**src/logic/sfc_params.svh**
```systemverilog
`ifndef SFC_PARAMS_SVH
`define SFC_PARAMS_SVH
// Register addresses on the serial control port.
`define SFC_ADDR_CTRL 16'h307A
`define SFC_ADDR_IODIR 16'h30B1
`define SFC_ADDR_SYSRST 16'h3012
// Field positions.
`define SFC_SOFTRST_BIT 7
`define SFC_IODIR_STROBE_BIT 4
// Reset values and write masks.
`define SFC_CTRL_RESET 8'h00
`define SFC_IODIR_RESET 8'h00
`define SFC_CTRL_WMASK 8'hCF
// Mode codes.
`define SFC_MODE_XENON 2'h0
`define SFC_MODE_LED3 2'h3
`endif

```
**src/logic/sfc_pkg.sv**
```systemverilog
package sfc_pkg;
  // Strobe control register layout, bit 7 down to bit 0.
  typedef struct packed {
    logic enable;
    logic polarity;
    logic [1:0] rsvd;
    logic [1:0] width;
    logic [1:0] mode;
  } sfc_ctrl_t;
  // One register access from the serial control port.
  typedef struct packed {
    logic wr;
    logic rd;
    logic [15:0] addr;
    logic [7:0] wdata;
  } sfc_reg_req_t;
  typedef enum logic [2:0] {
    SFC_IDLE = 3'b001,
    SFC_PULSE = 3'b010,
    SFC_HOLD = 3'b100
  } sfc_state_t;
endpackage

```
**src/logic/sfc_strobe_ctrl.sv**
```systemverilog
// How it works
// - Strobe off while enable is 0; writing 1 arms.
// - Polarity 0 gives positive pulse, 1 negative pulse.
// - Xenon pulse lasts width field plus one lines.
// - Mode 00 xenon, 01/10 LED 1-2, 11 LED 3.
// - Serial write request drives strobe to active level.
// - Single pulse for xenon and LED 1-2; LED 3 continuous.
// - Strobe pin drives only when direction bit is 1.
// - Hard or soft reset restores strobe control default.
`timescale 1ns/10ps
`include "sfc_params.svh"
module sfc_strobe_ctrl #(
  parameter int LINE_W = 3,
  parameter int LED_PULSE_LINES = 1
) (
  input wire logic clk_in,
  input wire logic rstn_in,
  input sfc_pkg::sfc_reg_req_t reg_req_in,
  input wire logic line_tick_in,
  output logic [7:0] reg_rdata_out,
  output logic strobe_out,
  output logic strobe_oe_out
);
  import sfc_pkg::*;

  sfc_ctrl_t ctrl_q;
  sfc_ctrl_t ctrl_d;
  logic [7:0] iodir_q;
  logic [7:0] iodir_d;
  logic [7:0] rdata_q;
  logic [7:0] rdata_d;
  sfc_state_t state_q;
  sfc_state_t state_d;
  logic strobe_q;
  logic strobe_d;
  logic oe_q;
  logic oe_d;
  logic soft_rst;
  logic ctrl_wr;
  logic timer_load;
  logic timer_clear;
  logic timer_expire;
  logic [LINE_W-1:0] pulse_len;

  ////////////////////////////////////////////////////////////////////////
  // Register decode. Soft reset is a strobe, so its register reads zero.
  always_comb
  begin
    soft_rst = reg_req_in.wr && (reg_req_in.addr == `SFC_ADDR_SYSRST) && reg_req_in.wdata[`SFC_SOFTRST_BIT];
    ctrl_wr = reg_req_in.wr && (reg_req_in.addr == `SFC_ADDR_CTRL);
    ctrl_d = ctrl_q;
    iodir_d = iodir_q;
    rdata_d = rdata_q;
    if (ctrl_wr)
    begin
      ctrl_d = sfc_ctrl_t'(reg_req_in.wdata & `SFC_CTRL_WMASK); // Reserved bits stay zero.
    end
    if (reg_req_in.wr && (reg_req_in.addr == `SFC_ADDR_IODIR))
    begin
      iodir_d = reg_req_in.wdata;
    end
    if (soft_rst)
    begin
      ctrl_d = sfc_ctrl_t'(`SFC_CTRL_RESET);
    end
    if (reg_req_in.rd)
    begin
      if (reg_req_in.addr == `SFC_ADDR_CTRL)
      begin
        rdata_d = ctrl_q;
      end
      else if (reg_req_in.addr == `SFC_ADDR_IODIR)
      begin
        rdata_d = iodir_q;
      end
      else
      begin
        rdata_d = 8'h00;
      end
    end
  end

  ////////////////////////////////////////////////////////////////////////
  // Pulse length in lines; LED 1-2 uses a fixed length.
  always_comb
  begin
    if (ctrl_d.mode == `SFC_MODE_XENON)
    begin
      pulse_len = LINE_W'(ctrl_d.width) + LINE_W'(1);
    end
    else
    begin
      pulse_len = LINE_W'(LED_PULSE_LINES);
    end
  end

  // Strobe sequencer. A write while a pulse runs does not retrigger it.
  always_comb
  begin
    state_d = state_q;
    timer_load = 1'b0;
    timer_clear = 1'b0;
    if (soft_rst || !ctrl_d.enable)
    begin
      state_d = SFC_IDLE;
      timer_clear = 1'b1;
    end
    else
    begin
      unique case (state_q)
        SFC_IDLE:
        begin
          if (ctrl_wr)
          begin
            if (ctrl_d.mode == `SFC_MODE_LED3)
            begin
              state_d = SFC_HOLD;
            end
            else
            begin
              state_d = SFC_PULSE;
              timer_load = 1'b1;
            end
          end
        end
        SFC_PULSE:
        begin
          if (timer_expire)
          begin
            state_d = SFC_IDLE;
          end
        end
        SFC_HOLD:
        begin
          if (ctrl_d.mode != `SFC_MODE_LED3)
          begin
            state_d = SFC_IDLE;
          end
        end
        default:
        begin
          state_d = SFC_IDLE;
        end
      endcase
    end
    // Registered from the next state so the pin moves with the state itself.
    strobe_d = (state_d != SFC_IDLE) ^ ctrl_d.polarity;
    oe_d = iodir_d[`SFC_IODIR_STROBE_BIT];
  end

  sfc_line_timer #(
    .W(LINE_W)
  ) u_timer (
    .clk_in(clk_in),
    .rstn_in(rstn_in),
    .load_in(timer_load),
    .clear_in(timer_clear),
    .load_val_in(pulse_len),
    .tick_in(line_tick_in),
    .busy_out(),
    .expire_out(timer_expire)
  );

  ////////////////////////////////////////////////////////////////////////
  // Registers only; hard reset returns every field to default.
  always_ff @(posedge clk_in)
  begin
    if (!rstn_in)
    begin
      ctrl_q <= sfc_ctrl_t'(`SFC_CTRL_RESET);
      iodir_q <= `SFC_IODIR_RESET;
      rdata_q <= 8'h00;
      state_q <= SFC_IDLE;
      strobe_q <= 1'b0;
      oe_q <= 1'b0;
    end
    else
    begin
      ctrl_q <= ctrl_d;
      iodir_q <= iodir_d;
      rdata_q <= rdata_d;
      state_q <= state_d;
      strobe_q <= strobe_d;
      oe_q <= oe_d;
    end
  end

  assign reg_rdata_out = rdata_q;
  assign strobe_out = strobe_q;
  assign strobe_oe_out = oe_q;

  ////////////////////////////////////////////////////////////////////////
  // Checking helpers: independent count of lines seen in a pulse.
  logic [LINE_W-1:0] chk_ticks_q;
  logic [LINE_W-1:0] chk_len_q;
  always_ff @(posedge clk_in)
  begin
    if (!rstn_in || state_q != SFC_PULSE)
    begin
      chk_ticks_q <= '0;
    end
    else if (line_tick_in)
    begin
      chk_ticks_q <= chk_ticks_q + LINE_W'(1);
    end
    if (!rstn_in)
    begin
      chk_len_q <= '0;
    end
    else if (timer_load)
    begin
      chk_len_q <= pulse_len;
    end
  end
endmodule

```
**src/logic/sfc_line_timer.sv**
```systemverilog
`timescale 1ns/10ps
module sfc_line_timer #(
  parameter int W = 3
) (
  input wire logic clk_in,
  input wire logic rstn_in,
  input wire logic load_in,
  input wire logic clear_in,
  input wire logic [W-1:0] load_val_in,
  input wire logic tick_in,
  output logic busy_out,
  output logic expire_out
);
  logic [W-1:0] cnt_q;
  logic [W-1:0] cnt_d;
  logic busy_q;
  logic busy_d;

  ////////////////////////////////////////////////////////////////////////
  // Counts line ticks down; the tick in the load cycle is not counted.
  always_comb
  begin
    cnt_d = cnt_q;
    busy_d = busy_q;
    expire_out = busy_q && tick_in && (cnt_q == W'(1));
    if (clear_in)
    begin
      busy_d = 1'b0;
      cnt_d = '0;
    end
    else if (load_in)
    begin
      busy_d = 1'b1;
      cnt_d = load_val_in;
    end
    else if (busy_q && tick_in)
    begin
      cnt_d = cnt_q - W'(1);
      busy_d = !expire_out;
    end
  end

  // Registers only.
  always_ff @(posedge clk_in)
  begin
    if (!rstn_in)
    begin
      cnt_q <= '0;
      busy_q <= 1'b0;
    end
    else
    begin
      cnt_q <= cnt_d;
      busy_q <= busy_d;
    end
  end

  assign busy_out = busy_q;
endmodule

```
**config.mk**
```make
export PLATFORM = sky130hd
export DESIGN_NAME = sfc_strobe_ctrl
export DESIGN_NICKNAME = d
export VERILOG_FILES = /design/src/logic/sfc_pkg.sv /design/src/logic/sfc_strobe_ctrl.sv /design/src/logic/sfc_line_timer.sv
export VERILOG_INCLUDE_DIRS = /design/src /design/src/logic
export SDC_FILE = /design/constraint.sdc
export NUM_CORES = 1
export LEC_CHECK = 0
export ABC_AREA = 1
export BUFFER_PORTS_ARGS = -buffer_cell sky130_fd_sc_hd__buf_4
export CAP_MARGIN = 20
export CORE_ASPECT_RATIO = 0.5
export CORE_MARGIN = 5
export CORE_UTILIZATION = 53
export DETAILED_ROUTE_END_ITERATION = 10
export PLACE_DENSITY = 0.84
export SLEW_MARGIN = 40
export SYNTH_ARGS = -nofsm -noshare
export SYNTH_HDL_FRONTEND = slang
export SYNTH_HIERARCHICAL = 1
export SYNTH_SLANG_ARGS = --single-unit
```
**constraint.sdc**
```tcl
create_clock -name clk_in -period 2.5 [get_ports clk_in]
set_input_delay 0.375 -clock clk_in [delete_from_list [all_inputs] [get_ports clk_in]]
set_output_delay 0.375 -clock clk_in [all_outputs]
set_load 0.02 [all_outputs]
```
==> results.tsv, run 1 <==
stage	metric	value	unit
run_status	status	finished, final reports clean	
synthesis	yosys warns	6	
worst_setup_path	Worst Path Arrival	2.31	ns
cts	worst skew pair latency	0.28	ns
sta	RSZ-0062 raised after global routing	no	
grt	initial antenna violation count	0	
drt	initial DRC count	69	
floorplanning	core region area	0.00296	mm^2
sta	max frequency	0.478	GHz
synthesis	Synth area leader	dfxtp_1	
synthesis	syn avg cell area	6.96	um^2
final_layout	Inserted Diodes	0	
cts	H-tree Lvls	2	
worst_setup_path	Bufs and invs on worst path	3	
drt	met3 routed wirelength	179	um
worst_setup_path	CP Class	input pin to register	
worst_setup_path	worst-path cell chain	buf_4, nor2_1, nand2_2, nor2_4, nand3_4, o211ai_1, inv_1, ha_1, inv_1, nor2_1, nand2_1, o21ai_0, nand2_1, a21oi_1	
placed_design	area post-placement	0.00193	mm^2
synthesis	Cell variety after synth	30	
worst_setup_path	CP max FO	10	
synthesis	Synth area leaders	dfxtp_1, inv_1, nand2_1, nor2_1, nand3_1	
cts	CTS Sinks	30	
synthesis	share of the synthesized area in the top cell type	37.0	%
drt	total number of vias	1624	
worst_setup_path	Req. time, crit path	2.71	ns
drt	WL met1	1820	um
synthesis	Post-Syn Nets	265	
floorplanning	Top Ports	39	
worst_setup_path	delay-heaviest family, CP	simple AND/OR/NAND/NOR gates	
job	max_cap viols	0	
drt	first drt pass iteration count	4	
placed_design	port buffer count	38	
floorplanning	Die W	88.2	um
synthesis	Post-synth EDFFs	0	
synthesis	Mapped Cells	233	
placed_design	DP HPWL	3020	um
drt	vias per cell	5.17	
cts	hold buffer count at cts	0	
grt	largest net degree at the start of global routing	19	
sta	max_slew headroom	73.1	%
synthesis	Seq cells post-synth	30	
sta	Slew Viols, Final	0	
worst_setup_path	slowest stage cell on the critical path	o211ai_1	
cts	CTS tree	done	
worst_setup_path	CP endpoint kind	register	
power	peak supply drop	0.377	mV
drt	DRC	0	
sta	Final Hold Fails	0	
final_layout	P&R area growth vs syn	24.7	%
placed_design	dpl ws	0.162	ns
sta	final setup fails	0	
cts	postcts setup bufs	0	
worst_setup_path	worst reg2reg path startpoint	state_q[2]	
sta	Clock Skew	0.00409	ns
drt	DR WL/cell	12.8	um
final_layout	Finished Cell Area	0.00202	mm^2
synthesis	sequential element share of the synthesized area	37.0	%
floorplanning	die height	49.1	um
sta	fin crit share	83.8	%
power	leakage power	0.905	nW
synthesis	top_reg_cell synth	dfxtp_1	
cts	clk buf depth	2	
sta	Final TNS setup	0	ns
cts	CTS Buf Count	5	
drt	WL met2	1980	um
worst_hold_path	min-delay src	reg_req_in[4]	
final_layout	Final nets	305	
cts	root buffer cell	clkbuf_8	
cts	CTS clk-pin slew, worst paths	0.07	ns
worst_setup_path	CP peak stage delay	0.34	ns
sta	clock period minus worst slack	2.09	ns
synthesis	Mapped Area	0.00162	mm^2
placed_design	RePlAce Congestion	0.810	
worst_setup_path	Worst Setup SP	reg_req_in[10]	
grt	Overflow after GRT	0	
floorplanning	starting density of the core	54.8	%
synthesis	ys async rst share	0	%
floorplanning	DIE AREA	0.00433	mm^2
cts	number of gates resized after CTS	0	
drt	drt total wl	4030	um
drt	DR top layer	met4	
worst_setup_path	critical path startpoint category	input pin	
drt	Post-DRT Antenna Nets	0	
grt	first-pass GRT wire length	6970	um
sta	fin worst setup slack	0.406	ns
sta	Worst Max-Slew Pin Slew	0.403	ns
grt	total track usage	20.3	%
final_layout	fraction of layout cells with a size suffix above 1	23.7	%
worst_hold_path	Hold Path Class	input pin to register	
grt	vias in the first global route	1596	
power	Pwr Density	486	mW/mm^2
floorplanning	FP Rows	14	
==> layout by cell type (no fill, tap or decap), types with 4 or more instances in the layout <==
master | netlist | routed
a21oi_1 | 13 | 13
a31oi_1 | 5 | 5
buf_4 | 1 | 39
clkbuf_8 | 0 | 6
dfxtp_1 | 30 | 30
inv_1 | 38 | 38
nand2_1 | 34 | 34
nand2_2 | 4 | 4
nand3_1 | 17 | 17
nand4_1 | 8 | 8
nor2_1 | 29 | 29
o21ai_0 | 17 | 17
==> sequential cells by signal, indices dropped and copies added, names as in the netlist <==
name / count
u_timer/busy_out: 1
iodir_q: 7
strobe_oe_out: 1
strobe_out: 1
u_timer/cnt_q: 3
reg_rdata_out: 8
ctrl_q: 6
state_q: 3
==> logic make-up after synthesis <==
kind of cell	synth area share, %
and+or+nand+nor	34.9
buffers and inverters	12.0
AOI/OAI and AO/OA	13.7
adders and majority gates	2.32
DFF	37.0
==> where the power goes <==
part	internal [mW]	switching (mW)
clock network	0.221	0.190
logic	0.0434	0.0434
registers	0.482	0.00207
total	0.747	0.236
==> final timing paths <==
path	slack [ns]	endpoint	cells after the start
worst max register to register	0.98	u_timer/cnt_q[2]	11
worst min register to register	0.45	iodir_q[0]	2
worst min-delay path	0.38	strobe_oe_out	3
worst max-delay path	0.41	u_timer/cnt_q[1]	14
==> per-layer routing <==
metal	up-vias	track usage, %
met5	-	0
met3	8	5.23
met1	746	24.6
li1	834	-
met2	36	35.0
met4	0	6.28
==> cells in the mapped netlist, types with 3 or more instances <==
cell type,count
inv_1,38
nand2_1,34
dfxtp_1,30
nor2_1,29
nand3_1,17
o21ai_0,17
a21oi_1,13
nand4_1,8
a31oi_1,5
nand2_2,4
and3_1,3
buf_2,3
ha_1,3
nand3_2,3
nor3_1,3
o211ai_1,3
==> tightest hold or removal path, cell delays in order <==
cell and delay [ns]:
buf_4 0.08, o21ai_1 0.06, a21oi_1 0.11
==> cell type report <==
cell class,count,area [um^2]
sequential,30,601
clock buffer,6,82.6
timing repair buffer,39,293
clock inverter,2,12.5
tap,40,50.0
fill,260,938
inverter,42,158
multi-input combinational,155,826
==> through the flow <==
stage                     instances  power (mW)  util (%)  hold WS, ns
after global routing            314        1.03      68.3        0.397
after floorplan                 233       0.529         -        0.423
after detailed placement        306       0.582      65.1        0.439
after global placement          306       0.580      65.1        0.432
after CTS                       314       0.985      68.3        0.382
final                           314       0.982      68.3        0.379
Note: power is estimated with default switching activity, not from simulation.
==> inputs of run 2 (changes only) <==
--- a/config.mk
+++ b/config.mk
@@ -11,9 +11,9 @@
 export CAP_MARGIN = 20
 export CORE_ASPECT_RATIO = 0.5
 export CORE_MARGIN = 5
-export CORE_UTILIZATION = 53
+export CORE_UTILIZATION = 47
 export DETAILED_ROUTE_END_ITERATION = 10
-export PLACE_DENSITY = 0.84
+export PLACE_DENSITY = 0.79
 export SLEW_MARGIN = 40
 export SYNTH_ARGS = -nofsm -noshare
 export SYNTH_HDL_FRONTEND = slang
==> constraint.sdc (replaced) <==
create_clock -name clk_in -period 1.88 [get_ports clk_in]
set_input_delay 0.282 -clock clk_in [delete_from_list [all_inputs] [get_ports clk_in]]
set_output_delay 0.282 -clock clk_in [all_outputs]
set_load 0.02 [all_outputs]
==> run 2 against run 1 <==
Against the previous run:
- count of clock-buffer cells in the layout unchanged
- register-to-register slack worse by 0.59 ns
- worst setup slack worse by 0.16 ns
- largest cell class unchanged
- highest routed layer unchanged
==> results.tsv, run 2 (synthesis results as in run 1) <==
stage	metric	value	unit
run_status	status	finished, final reports clean	
sta	Slew Viols, Final	0	
worst_setup_path	path depth of the worst reg2reg path	11	
placed_design	area post-placement	0.00202	mm^2
drt	first drt pass iteration count	4	
floorplanning	core region area	0.00338	mm^2
worst_setup_path	worst reg2reg path startpoint	state_q[2]	
worst_setup_path	CP Class	input pin to register	
worst_setup_path	worst reg2reg endpoint	u_timer/cnt_q[2]	
worst_setup_path	Worst Path Arrival	1.86	ns
power	net load switching power	0.331	mW
floorplanning	Top Ports	39	
grt	total track usage	17.9	%
placed_design	port buffer count	38	
sta	max_slew headroom	78.2	%
grt	largest net degree at the start of global routing	19	
power	Sequential Power Share	48.7	%
grt	vias in the first global route	1550	
sta	clock period minus worst slack	1.63	ns
sta	Final Hold Fails	0	
placed_design	dpl ws	-0.106	ns
floorplanning	FP Rows	15	
final_layout	Final nets	318	
floorplanning	die height	51.5	um
sta	Worst Max-Slew Pin Slew	0.325	ns
cts	root buffer cell	clkbuf_8	
power	peak supply drop	0.254	mV
final_layout	most common cell after layout, fill and taps aside	buf_4	
drt	total number of vias	1681	
drt	DR WL/cell	12.3	um
final_layout	non-filler instance count after layout	329	
final_layout	commonest non-fill, non-tap cells in the layout	buf_4, inv_1, nand2_1, dfxtp_1, nor2_1	
placed_design	RePlAce Congestion	0.787	
grt	first-pass GRT wire length	6780	um
final_layout	# fillers	300	
placed_design	DP HPWL	3130	um
sta	Clock Skew	0.00328	ns
power	Internal Power	0.993	mW
cts	worst skew pair latency	0.29	ns
final_layout	P&R area growth vs syn	31.2	%
sta	fin crit share	86.9	%
grt	initial antenna violation count	0	
drt	vias per cell	5.11	
worst_setup_path	Worst Setup SP	reg_req_in[11]	
sta	max frequency	0.612	GHz
worst_hold_path	Hold Path Class	input pin to register	
placed_design	DP Cell Count	320	
cts	hold buffer count at cts	0	
cts	clk buf depth	2	
worst_setup_path	critical path startpoint category	input pin	
cts	CTS Buf Count	5	
worst_setup_path	CP endpoint kind	register	
worst_setup_path	flop2flop setup slack	0.39	ns
floorplanning	DIE AREA	0.00480	mm^2
job	max_cap viols	0	
power	Pwr Density	622	mW/mm^2
cts	CTS clk-pin slew, worst paths	0.07	ns
drt	Post-DRT Antenna Nets	0	
cts	H-tree Lvls	2	
drt	drt total wl	4050	um
cts	CTS Sinks	30	
power	Sw Share	25.0	%
worst_setup_path	Req. time, crit path	2.11	ns
final_layout	Largest register FFs	8	
power	Comb pwr share	8.8	%
power	Clk network pwr share	42.5	%
sta	Hold WS	0.259	ns
worst_setup_path	crit path to	u_timer/cnt_q[1]	
sta	final setup fails	0	
sta	fin worst setup slack	0.247	ns
drt	initial DRC count	132	
cts	CTS tree	done	
final_layout	fraction of layout cells with a size suffix above 1	27.2	%
grt	Overflow after GRT	0	
power	leakage power	0.964	nW
drt	DRC	0	
floorplanning	Die W	93.1	um
floorplanning	starting density of the core	48.0	%
final_layout	Inserted Diodes	0	
final_layout	final core utilization	63.0	%
final_layout	Finished Cell Area	0.00213	mm^2
worst_setup_path	CP max FO	4	
## run 2: metal layers
metal  track usage (%)  part of all wire [%]  wire (um)  vias up
li1                  -                     -          -      864
met2              29.9                    48       1950       41
met5                 0                     0          0        -
met4              7.79                   2.0         81        0
met3              4.34                   5.6        227        8
met1              22.4                    44       1800      768
## run 2: worst max-delay path, cell delays in order
cell,delay [ns]
buf_4,0.11
nor2_1,0.16
inv_1,0.08
nor3_1,0.18
nand2_1,0.15
o211ai_1,0.14
inv_1,0.09
ha_1,0.28
inv_1,0.03
nor2_1,0.08
nand2_1,0.05
o21ai_0,0.07
nand2_1,0.06
a21oi_1,0.11
## run 2: area by class of cell
class	count	area, um^2	share of cell area, %
multi-input cells	155	831	39.1
clock buffers	6	82.6	3.88
repair buffers	52	390	18.4
clock inverters	2	12.5	0.588
well taps	42	52.6	2.47
flip-flops and latches	30	601	28.2
inverters	42	158	7.41
## run 2: power by group through the flow
| stage | logic, mW | clock network [mW] | registers, mW |
|---|---|---|---|
| final | 0.117 | 0.563 | 0.644 |
| after global routing | 0.128 | 0.598 | 0.645 |
| after CTS | 0.116 | 0.571 | 0.644 |
| after detailed placement | 0.116 | 0 | 0.659 |
| after global placement | 0.114 | 0 | 0.659 |
| after floorplan | 0.0377 | 0 | 0.666 |
## run 2: worst min path at each step
stage	start	depth (start not counted)	end
6_report	reg_req_in[4]	3	strobe_oe_out
2_1_floorplan	rstn_in	2	reg_rdata_out[0]
4_1_cts	reg_req_in[4]	3	strobe_oe_out
3_3_place_gp	iodir_q[6]	2	iodir_q[6]
3_5_place_dp	iodir_q[1]	2	iodir_q[1]
5_1_grt	reg_req_in[4]	3	strobe_oe_out
## run 2: repair_timing
item	in CTS	in global routing
buffers inserted	0	1
endpoints found under the setup margin	0	3
endpoints found under the hold margin	0	0
gates resized for setup	0	1
## run 2: metrics by stage
stage	power, mW	setup TNS, ns
floorplan	0.704	0
global placement	0.772	-0.120
detailed placement	0.775	-0.288
CTS	1.33	0
global route	1.37	-0.00570
finish	1.32	0
==> inputs of run 3 (changes only) <==
--- a/config.mk
+++ b/config.mk
@@ -12,6 +12,7 @@
 export CORE_ASPECT_RATIO = 0.5
 export CORE_MARGIN = 5
 export CORE_UTILIZATION = 47
+export CTS_BUF_LIST = sky130_fd_sc_hd__clkbuf_16
 export DETAILED_ROUTE_END_ITERATION = 10
 export PLACE_DENSITY = 0.79
 export SLEW_MARGIN = 40
==> run 3 against run 2 <==
Against the previous run:
- worst setup slack worse by 0.026 ns
- die area unchanged
- utilization up 1.6 points
- highest routed layer unchanged
- largest cell class unchanged
- critical path type unchanged
- global-route usage up 0.37 points
==> results.tsv, run 3 (synthesis results as in run 1) <==
stage	metric	value	unit
run_status	status	finished, final reports clean	
power	net load switching power	0.351	mW
worst_hold_path	Hold Path Class	input pin to register	
power	leakage power	0.986	nW
cts	CTS clk-pin slew, worst paths	0.05	ns
floorplanning	Die W	93.1	um
final_layout	Final nets	318	
drt	first drt pass iteration count	4	
drt	WL met1	1830	um
drt	WL met2	1960	um
grt	largest net degree at the start of global routing	19	
final_layout	non-filler instance count after layout	329	
sta	fin crit share	88.3	%
final_layout	fraction of layout cells with a size suffix above 1	27.5	%
sta	Slew Viols, Final	0	
floorplanning	DIE AREA	0.00480	mm^2
worst_setup_path	Worst Path Arrival	1.87	ns
final_layout	P&R area growth vs syn	34.4	%
placed_design	area post-placement	0.00202	mm^2
sta	final setup fails	0	
placed_design	port buffer count	38	
cts	CTS Buf Count	5	
floorplanning	FP Rows	15	
worst_setup_path	CP max FO	8	
job	max_cap viols	0	
cts	CTS tree	done	
power	Pwr Density	704	mW/mm^2
placed_design	DP HPWL	3130	um
drt	DRC	0	
drt	met3 routed wirelength	260	um
power	Sw Share	22.9	%
final_layout	final core utilization	64.5	%
power	Sequential Power Share	42.1	%
power	Clk network pwr share	50.2	%
sta	Clock Skew	0.00231	ns
floorplanning	core region area	0.00338	mm^2
power	Overall Power	1.53	mW
cts	CTS Sinks	30	
power	Comb pwr share	7.7	%
drt	total number of vias	1688	
worst_setup_path	CP Class	input pin to register	
grt	initial antenna violation count	0	
final_layout	Finished Cell Area	0.00218	mm^2
cts	root buffer cell	clkbuf_16	
drt	drt total wl	4150	um
power	Internal Power	1.18	mW
final_layout	Largest register FFs	8	
sta	Hold WS	0.277	ns
sta	Worst Max-Slew Pin Slew	0.319	ns
grt	Overflow after GRT	0	
drt	vias per cell	5.13	
placed_design	DP Cell Count	320	
power	peak supply drop	0.387	mV
sta	Final Hold Fails	0	
cts	worst skew pair latency	0.27	ns
drt	Post-DRT Antenna Nets	0	
worst_setup_path	Req. time, crit path	2.09	ns
drt	DR top layer	met4	
floorplanning	Top Ports	39	
cts	clk buf depth	2	
sta	max frequency	0.603	GHz
worst_setup_path	critical path startpoint category	input pin	
floorplanning	starting density of the core	48.0	%
worst_setup_path	CP endpoint kind	register	
grt	first-pass GRT wire length	6910	um
grt	vias in the first global route	1576	
cts	H-tree Lvls	2	
final_layout	Inserted Diodes	0	
final_layout	commonest non-fill, non-tap cells in the layout	buf_4, inv_1, nand2_1, dfxtp_1, nor2_1	
sta	max_slew headroom	78.6	%
placed_design	RePlAce Congestion	0.787	
floorplanning	die height	51.5	um
drt	initial DRC count	114	
cts	hold buffer count at cts	0	
drt	DR WL/cell	12.6	um
sta	clock period minus worst slack	1.66	ns
final_layout	most common cell after layout, fill and taps aside	buf_4	
grt	total track usage	18.3	%
run 3: cell types whose count changed in the layout (fill, tap and decap cells not counted), sizes merged:
cell    change
clkbuf      -1
clkinv      +1
run 3: path summary, 6_finish.rpt:
| check | startpoint | endpoint | slack (ns) | cells after the start |
|---|---|---|---|---|
| setup reg to reg | state_q[2] | u_timer/cnt_q[2] | 0.36 | 11 |
| setup / recovery | reg_req_in[10] | u_timer/cnt_q[1] | 0.22 | 14 |
| hold / removal | reg_req_in[4] | strobe_oe_out | 0.28 | 3 |
| hold reg to reg | iodir_q[1] | iodir_q[1] | 0.45 | 2 |
run 3: area by class of cell:
| class | instances | area, um^2 |
|---|---|---|
| tap | 42 | 52.6 |
| multi-input combinational | 155 | 837 |
| sequential | 30 | 601 |
| clock buffer | 5 | 125 |
| fill | 292 | 1200 |
| timing repair buffer | 52 | 390 |
| inverter | 42 | 158 |
| clock inverter | 3 | 16.3 |
run 3: power by group through the flow:
stage | Clock (mW) | Combinational [mW] | Sequential, mW
floorplan | 0 | 0.0377 | 0.666
global placement | 0 | 0.114 | 0.659
detailed placement | 0 | 0.116 | 0.659
CTS | 0.777 | 0.116 | 0.645
global route | 0.805 | 0.129 | 0.646
finish | 0.771 | 0.118 | 0.645
run 3: through the flow:
| stage | setup TNS, ns | setup WS [ns] |
|---|---|---|
| after floorplan | 0 | 0.0875 |
| final | 0 | 0.221 |
| after CTS | 0 | 0.187 |
| after detailed placement | -0.288 | -0.106 |
| after global placement | -0.120 | -0.0490 |
| after global routing | -0.0173 | -0.0173 |
run 3: critical path, cell delays in order:
cell and delay (ns):
buf_4 0.11, nor2_1 0.12, nand2_2 0.08, nor2_4 0.14, nand3_4 0.13, o211ai_1 0.24
inv_1 0.09, ha_1 0.27, inv_1 0.03, nor2_1 0.07, nand2_1 0.05, o21ai_1 0.07
nand2_1 0.08, a21oi_2 0.11
run 3: layer usage:
layer / vias to the layer above / track usage (%)
met5: - / 0
li1: 866 / -
met1: 763 / 22.3
met2: 49 / 30.6
met4: 0 / 7.79
met3: 10 / 5.35
run 3: what timing repair did:
item	CTS	global route
setup endpoints to repair	0	3
resized for setup	0	4
buffers inserted	0	1
hold endpoints to repair	0	0
